### src/core/ivsu_regs.svh
`ifndef IVSU_REGS_SVH
`define IVSU_REGS_SVH
// i/o offsets of the stack pointer bytes and the flag register
`define SP_LOW_ADDR    6'h3D
`define SP_HIGH_ADDR   6'h3E
`define FLAG_REG_ADDR  6'h3F
// flag register bit positions
`define FLAG_C_BIT     0
`define FLAG_Z_BIT     1
`define FLAG_N_BIT     2
`define FLAG_I_BIT     7
// reset values
`define SP_RESET       10'h000
`define FLAG_RESET     8'h00
// vector table
`define RESET_VECTOR   5'h00
`define NUM_SOURCES    16
`endif

### src/core/ivsu_pkg.sv
`default_nettype none
package ivsu_pkg;
  // stack pointer operation requested by the sequencer
  typedef enum logic [2:0] {
    stack_none,
    stack_push_byte,
    stack_push_addr,
    stack_pop_byte,
    stack_pop_addr
  } stack_op_t;
  // vector sequencing state
  typedef enum logic [1:0] {
    vec_idle,
    vec_taken
  } vec_state_t;
endpackage
`default_nettype wire

### src/core/interrupt_vector_stack_unit.sv
// Operation
// - flag register: negative bit2, zero bit1, carry bit0
// - flags never saved or restored on interrupts
// - stack pointer bytes at 3E high, 3D low
// - byte push decrements pointer by one
// - address push decrements pointer by two
// - byte pop increments pointer by one
// - address pop increments pointer by two
// - sixteen sources plus reset, own vectors
// - take only with source and global enable
// - lowest vector address served first
// - reset vectors to zero, highest priority
// - external requests vector to 1 and 2
// - timer two match 3, wrap 4
// - timer one capture 5, match 6, 7
// - timer one wrap 8, timer zero 9
// - spi done A, uart receive B
// - uart empty C, transmit done D
// - adc E, nvm ready F, comparator 10
// - entry clears global enable, return sets it
// - entry clears the served pending flag
// - masked requests stay pending until served/cleared
`default_nettype none
`include "ivsu_regs.svh"
module interrupt_vector_stack_unit #(
  parameter int SP_BITS = 10,
  parameter int NSRC    = `NUM_SOURCES
) (
  input  wire logic                clk,
  input  wire logic                rst_b,
  input  wire logic [NSRC-1:0]     irq_event,
  input  wire logic [NSRC-1:0]     irq_enable,
  input  wire logic [NSRC-1:0]     irq_sw_clear,
  input  wire logic                irq_ack,
  input  wire logic                return_from_handler_op,
  input  wire logic                subroutine_return_op,
  input  wire logic                call_op,
  input  wire logic                push_byte_op,
  input  wire logic                pop_byte_op,
  input  wire logic                flag_update,
  input  wire logic                result_negative,
  input  wire logic                result_zero,
  input  wire logic                result_carry,
  input  wire logic [5:0]          io_addr,
  input  wire logic                io_wr,
  input  wire logic [7:0]          io_wdata,
  output logic [7:0]               io_rdata,
  output logic                     irq_take,
  output logic [4:0]               irq_vector,
  output logic [NSRC-1:0]          irq_pending,
  output logic [7:0]               flag_register,
  output logic [SP_BITS-1:0]       stack_pointer
);

  ////////////////////////////////////////////////////////////////////////
  // state
  logic [NSRC-1:0]     pending_ff;
  logic [NSRC-1:0]     nxt_pending;
  logic [7:0]          flag_ff;
  logic [7:0]          nxt_flag;
  logic [4:0]          vector_ff;
  logic [4:0]          nxt_vector;
  ivsu_pkg::vec_state_t state_ff;
  ivsu_pkg::vec_state_t nxt_state;
  logic                pick_any;
  logic [3:0]          pick_idx;
  logic [NSRC-1:0]     eligible;
  logic                take;
  logic [NSRC-1:0]     served;
  ivsu_pkg::stack_op_t sp_op;
  logic                wr_low;
  logic                wr_high;
  logic [15:0]         sp_wide;

  ////////////////////////////////////////////////////////////////////////
  // source selection
  assign eligible = pending_ff & irq_enable
                  & {NSRC{flag_ff[`FLAG_I_BIT]}};

  priority_pick #(
    .N (NSRC)
  ) u_pick (
    .req (eligible),
    .any (pick_any),
    .idx (pick_idx)
  );

  // one entry per pending request, held off while a take completes
  assign take = pick_any && (state_ff == ivsu_pkg::vec_idle);

  // pending flags: event sets, sw clear or service clears, set wins
  always_comb begin
    served = '0;
    if (take) begin
      served[pick_idx] = 1'b1;
    end
    nxt_pending = (pending_ff & ~(served | irq_sw_clear))
                | irq_event;
  end

  // vector number: source index plus one, reset is vector zero
  // source bit to vector map, lowest bit has the highest priority:
  //   bit 0  ext_request_zero      -> 01
  //   bit 1  ext_request_one       -> 02
  //   bit 2  t2_match_vector       -> 03
  //   bit 3  t2_wrap_vector        -> 04
  //   bit 4  t1_capture_vector     -> 05
  //   bit 5  t1_match_a_vector     -> 06
  //   bit 6  t1_match_b_vector     -> 07
  //   bit 7  t1_wrap_vector        -> 08
  //   bit 8  t0_wrap_vector        -> 09
  //   bit 9  spi_done_vector       -> 0A
  //   bit 10 uart receive done     -> 0B
  //   bit 11 uart_tx_empty_vector  -> 0C
  //   bit 12 uart transmit done    -> 0D
  //   bit 13 adc conversion done   -> 0E
  //   bit 14 nvm_ready_vector      -> 0F
  //   bit 15 comparator_vector     -> 10
  // the map is the plus-one below, so sources must be wired in this order
  always_comb begin
    nxt_vector = vector_ff;
    nxt_state  = state_ff;
    case (state_ff)
      ivsu_pkg::vec_idle: begin
        if (take) begin
          nxt_vector = 5'(pick_idx) + 5'h01;
          nxt_state  = ivsu_pkg::vec_taken;
        end
      end
      ivsu_pkg::vec_taken: begin
        if (irq_ack) begin
          nxt_state = ivsu_pkg::vec_idle;
        end
      end
      default: nxt_state = ivsu_pkg::vec_idle;
    endcase
  end

  ////////////////////////////////////////////////////////////////////////
  // flag register; no save or restore around handlers
  always_comb begin
    nxt_flag = flag_ff;
    if (io_wr && io_addr == `FLAG_REG_ADDR) begin
      nxt_flag = io_wdata;
    end
    if (flag_update) begin
      nxt_flag[`FLAG_N_BIT] = result_negative;
      nxt_flag[`FLAG_Z_BIT] = result_zero;
      nxt_flag[`FLAG_C_BIT] = result_carry;
    end
    if (return_from_handler_op) begin
      nxt_flag[`FLAG_I_BIT] = 1'b1;
    end
    if (take) begin
      nxt_flag[`FLAG_I_BIT] = 1'b0;
    end
  end

  // registers
  always_ff @(posedge clk or negedge rst_b) begin
    if (!rst_b) begin
      pending_ff <= '0;
      flag_ff    <= `FLAG_RESET;
      vector_ff  <= `RESET_VECTOR;
      state_ff   <= ivsu_pkg::vec_idle;
    end else begin
      pending_ff <= nxt_pending;
      flag_ff    <= nxt_flag;
      vector_ff  <= nxt_vector;
      state_ff   <= nxt_state;
    end
  end

  ////////////////////////////////////////////////////////////////////////
  // stack pointer, address push on call or interrupt entry
  always_comb begin
    sp_op = ivsu_pkg::stack_none;
    if (take || call_op) begin
      sp_op = ivsu_pkg::stack_push_addr;
    end else if (return_from_handler_op || subroutine_return_op) begin
      sp_op = ivsu_pkg::stack_pop_addr;
    end else if (push_byte_op) begin
      sp_op = ivsu_pkg::stack_push_byte;
    end else if (pop_byte_op) begin
      sp_op = ivsu_pkg::stack_pop_byte;
    end
  end

  assign wr_low  = io_wr && io_addr == `SP_LOW_ADDR;
  assign wr_high = io_wr && io_addr == `SP_HIGH_ADDR;

  stack_pointer_unit #(
    .SP_BITS (SP_BITS)
  ) u_sp (
    .clk     (clk),
    .rst_b   (rst_b),
    .op      (sp_op),
    .wr_low  (wr_low),
    .wr_high (wr_high),
    .wdata   (io_wdata),
    .sp      (stack_pointer)
  );

  // read mux; unused upper pointer bits read zero
  always_comb begin
    sp_wide = 16'(stack_pointer);
    case (io_addr)
      `SP_LOW_ADDR:   io_rdata = sp_wide[7:0];
      `SP_HIGH_ADDR:  io_rdata = sp_wide[15:8];
      `FLAG_REG_ADDR: io_rdata = flag_ff;
      default:        io_rdata = 8'h00;
    endcase
  end

  assign irq_take      = take;
  assign irq_vector    = vector_ff;
  assign irq_pending   = pending_ff;
  assign flag_register = flag_ff;
endmodule // interrupt_vector_stack_unit
`default_nettype wire

### src/core/priority_pick.sv
`default_nettype none
module priority_pick #(
  parameter int N = 16
) (
  input  wire logic [N-1:0]         req,
  output logic                      any,
  output logic [$clog2(N)-1:0]      idx
);
  // lowest index wins, so scan downward
  always_comb begin
    any = 1'b0;
    idx = '0;
    for (int i = N - 1; i >= 0; i--) begin
      if (req[i]) begin
        any = 1'b1;
        idx = i[$clog2(N)-1:0];
      end
    end
  end
endmodule // priority_pick
`default_nettype wire

### src/core/stack_pointer_unit.sv
`default_nettype none
`include "ivsu_regs.svh"
module stack_pointer_unit #(
  parameter int SP_BITS = 10
) (
  input  wire logic               clk,
  input  wire logic               rst_b,
  input  wire ivsu_pkg::stack_op_t op,
  input  wire logic               wr_low,
  input  wire logic               wr_high,
  input  wire logic [7:0]         wdata,
  output logic [SP_BITS-1:0]      sp
);
  logic [SP_BITS-1:0] stack_pointer_ff;
  logic [SP_BITS-1:0] nxt_stack_pointer;
  logic [15:0]        wide;

  // software writes take the byte, stack ops step the pointer
  always_comb begin
    wide = 16'(stack_pointer_ff);
    if (wr_low) begin
      wide[7:0] = wdata;
    end
    if (wr_high) begin
      wide[15:8] = wdata;
    end
    nxt_stack_pointer = wide[SP_BITS-1:0];
    case (op)
      ivsu_pkg::stack_push_byte: nxt_stack_pointer =
        stack_pointer_ff - SP_BITS'(1);
      ivsu_pkg::stack_push_addr: nxt_stack_pointer =
        stack_pointer_ff - SP_BITS'(2);
      ivsu_pkg::stack_pop_byte: nxt_stack_pointer =
        stack_pointer_ff + SP_BITS'(1);
      ivsu_pkg::stack_pop_addr: nxt_stack_pointer =
        stack_pointer_ff + SP_BITS'(2);
      default: ;
    endcase
  end

  // pointer register
  always_ff @(posedge clk or negedge rst_b) begin
    if (!rst_b) begin
      stack_pointer_ff <= SP_BITS'(`SP_RESET);
    end else begin
      stack_pointer_ff <= nxt_stack_pointer;
    end
  end

  assign sp = stack_pointer_ff;
endmodule // stack_pointer_unit
`default_nettype wire

### config.mk
export PLATFORM = sky130hd
export DESIGN_NAME = interrupt_vector_stack_unit
export DESIGN_NICKNAME = d
export VERILOG_FILES = /design/src/core/ivsu_pkg.sv /design/src/core/interrupt_vector_stack_unit.sv /design/src/core/priority_pick.sv /design/src/core/stack_pointer_unit.sv
export VERILOG_INCLUDE_DIRS = /design/src /design/src/core
export SDC_FILE = /design/constraint.sdc
export NUM_CORES = 1
export LEC_CHECK = 0
export ABC_AREA = 1
export BUFFER_PORTS_ARGS = -buffer_cell sky130_fd_sc_hd__buf_4
export CAP_MARGIN = 5
export CORE_MARGIN = 2
export CORE_UTILIZATION = 35
export DETAILED_ROUTE_END_ITERATION = 6
export GPL_ROUTABILITY_DRIVEN = 1
export SLEW_MARGIN = 20
export SYNTH_ARGS = -nofsm -noshare
export SYNTH_HDL_FRONTEND = slang
export SYNTH_SLANG_ARGS = --single-unit
### constraint.sdc
create_clock -name clk -period 5.15 [get_ports clk]
set_input_delay 1.03 -clock clk [delete_from_list [all_inputs] [get_ports clk]]
set_output_delay 1.03 -clock clk [all_outputs]
set_load 0.01 [all_outputs]
==> metrics.md <==
| Metric | Value |
|---|---|
| Critical path startpoint category | register |
| Largest net degree at the start of global routing | about 40 |
| Post-synth EDFFs | 0 |
| # DRC | 0 |
| R2R depth | 19 |
| H-tree Lvls | 2 |
| Final Hold Vio Count | 0 |
| Rel. slew slack | 0.437 |
| RSZ-0062 raised after global routing | no |
| Final-layout fill cell count | about 830 |
| Synth top area cells | dfrtp_1 33%, nand2_1 13%, ha_1 7.8% |
| DRT Pass-1 Iters | 4 |
| Final WL | 9910 um |
| Starting density of the core | 0.366 |
| Worst-Skew Late Latency | 0.29 ns |
| Crit Path Max Fanout | 20 |
| Worst-case vdd ir drop | 0.220 mV |
| RD Place Congestion | approximately 0.96 |
| CTS buffer count | 5 |
| Worst hold path class | register to register |
| Synthesized flop and latch total | 40 |
| Period utilization | 0.829 |
| WP data arrival | approximately 4.5 ns |
| # Max-Cap Violations | 0 |
| DP Worst Slack | 0.642 ns |
| DR WL/cell | roughly 15 um |
| Worst Setup Slack, final | a little under 0.9 ns |
| 1st-iter DRT viols | 113 |
| Vias in the first global route | ~3.3k |
| Commonest non-fill, non-tap cell in the layout | buf_4 |
| Area leader, netlist | dfrtp_1 |
| Clk buf depth | 2 |
| Fmax | 234 MHz |
| Synthesized area | 3040 um^2 |
| Via count | around 3.3k |
| Post-Route Utilization | 0.501 |
| Final slew viol count | 0 |
| CTS resizes | 0 |
| Number of port buffers | approximately 120 |
| Syn Area/Cell | 7.40 um^2 |
| Syn nets | approximately 510 |
| Die height | 97.1 um |
| Netlist cell types | 40 |
| Fraction of layout cells with a size suffix above 1 | 0.282 |
| Critical Path End Type | register |
| CORE AREA | between 8000 and 9000 um^2 |
| Clk pin slew, worst setup/hold paths | around 0.09 ns |
| Die Width | roughly 100 um |
| Setup Skew | between 0.008 and 0.009 ns |
| Diode count | 0 |
| # nets final | 630 |
| Status | finished, final reports clean |
| Top_reg_cell synth | dfrtp_1 |
| Vias/cell | between 5 and 6 |
| Min cycle time layout | around 4.3 ns |
| Sequential fraction of the synthesis area | 0.330 |
| Postcts setup bufs | 0 |
| Power density cells | 508 nW/um^2 |
| Most frequent cells in the layout | 122 x buf_4, 103 x nand2_1, 51 x inv_1, 40 x dfrtp_1, 34 x nor2_1 |
| Setup TNS Final | 0 ns |
| Worst R2R Setup Slack | around 0.88 ns |
| Sink Count | 40 |
| Cells after Synth | just over 400 |
| TritonCTS clock tree | done |
| Leakage | 2.20 nW |
| Hpwl dp | 8040 um |
| Hold-fix buffers at CTS | 0 |
| Ys Warns | 0 |
| CP required | about 5.4 ns |
| Die area | roughly 9400 um^2 |
| Initial antenna violation count | 0 |
| Antenna-violating nets left | 0 |
| Global Route Usage Sum | 0.212 |
| Hold path cells | 2 |
| Actual slew at the worst max-slew pin | roughly 0.84 ns |
| Root Buffer | clkbuf_8 |
| First-pass GRT wire length | 16,400 um |
| Area share of the largest cell type after synthesis | 0.330 |
| P&R area growth vs syn | 36.9% |
| Ys async rst share | 1.00 |
| Rows | 33 |
| Gr ovfl total | 0 |
| Crit path kind | register to register |
| I/O Pins | roughly 120 |
| Final setup violation count | 0 |
## registers in the layout, summed over array words and instances (netlist names)
name and cells:
irq_pending 16, u_sp.sp 10, state_ff 1, irq_vector 5, flag_register 8
## stage by stage
stage	hold slack, ns	cells	power [mW]	cell area, um^2
after floorplan	0.501	410	1.43	3040
after global placement	0.477	632	1.82	4040
after detailed placement	0.477	632	1.84	4040
after CTS	0.498	640	2.12	4150
after global routing	0.531	640	2.33	4150
final	0.495	640	2.11	4150
## Yosys cell counts, types with 3 or more instances
cell type  count
nor2_1        34
ha_1          19
a21oi_1       24
nand3_2        7
buf_6          3
a31oi_1        9
o21ai_0       20
nor2_2         3
inv_1         51
xnor2_1        3
dfrtp_1       40
a21o_1        16
nand4_1        3
xor2_1         6
nand3_1       28
o21ai_1        7
nor4_1         3
nand2_1      103
## kinds of logic (layout without fill, tap and decap cells)
| group | count (synthesis) | count (layout) | share of synthesized area |
|---|---|---|---|
| adders and majority gates | 21 | 21 | 0.0915 |
| and+or+nand+nor | 187 | 187 | 0.277 |
| buffers and inverters | 58 | 183 | 0.0800 |
| AOI/OAI and AO/OA | 95 | 95 | 0.195 |
| DFF | 40 | 40 | 0.330 |
| xor gates and xnor gates | 9 | 9 | 0.0260 |
## area by class of cell
| type | instances | area, um^2 | area share |
|---|---|---|---|
| clock inverter | 3 | 46.3 | 0.0111 |
| tap | 105 | 131 | 0.0316 |
| multi-input combinational | 312 | 1790 | 0.431 |
| inverter | 53 | 199 | 0.0479 |
| sequential | 40 | 1000 | 0.241 |
| timing repair buffer | 122 | 916 | 0.220 |
| clock buffer | 5 | 68.8 | 0.0166 |
## path summary, 6_finish.rpt
kind | to | from
max reg2reg | u_sp.sp[9] | flag_register[7]
max | u_sp.sp[9] | flag_register[7]
min | irq_vector[3] | irq_vector[3]
max in group asynchronous | u_sp.sp[4] | rst_b
min reg2reg | irq_vector[3] | irq_vector[3]
min in group asynchronous | irq_pending[2] | rst_b
## per-layer routing
metal	vias up	share of wire	global-route usage
met3	14	0.066	0.0468
met4	0	0.016	0.0520
met5	-	0	0
li1	1624	-	-
met2	118	0.46	0.339
met1	1515	0.46	0.294
## where the power goes
| part | internal, mW | total (mW) | switching (mW) |
|---|---|---|---|
| registers | 0.402 | 0.538 | 0.135 |
| logic | 0.545 | 1.30 | 0.758 |
| clock network | 0.146 | 0.269 | 0.122 |
| total | 1.09 | 2.11 | 1.02 |
## critical path: stages (launching register included)
cell	delay, ns
dfrtp_1	0.71
nand3_1	0.27
nand2_1	0.07
nor2_1	0.19
nand2_1	0.12
o21ai_2	0.39
nand2_2	0.18
inv_1	0.11
nand3_1	0.36
ha_1	0.56
nand4_1	0.11
o211a_1	0.25
o21ai_0	0.21
nand2_1	0.11
a21oi_1	0.17
o21ai_0	0.10
nand3_1	0.08
nand3_1	0.07
nand2_1	0.06
inv_1	0.04
Power figures use the tool's default switching activity.
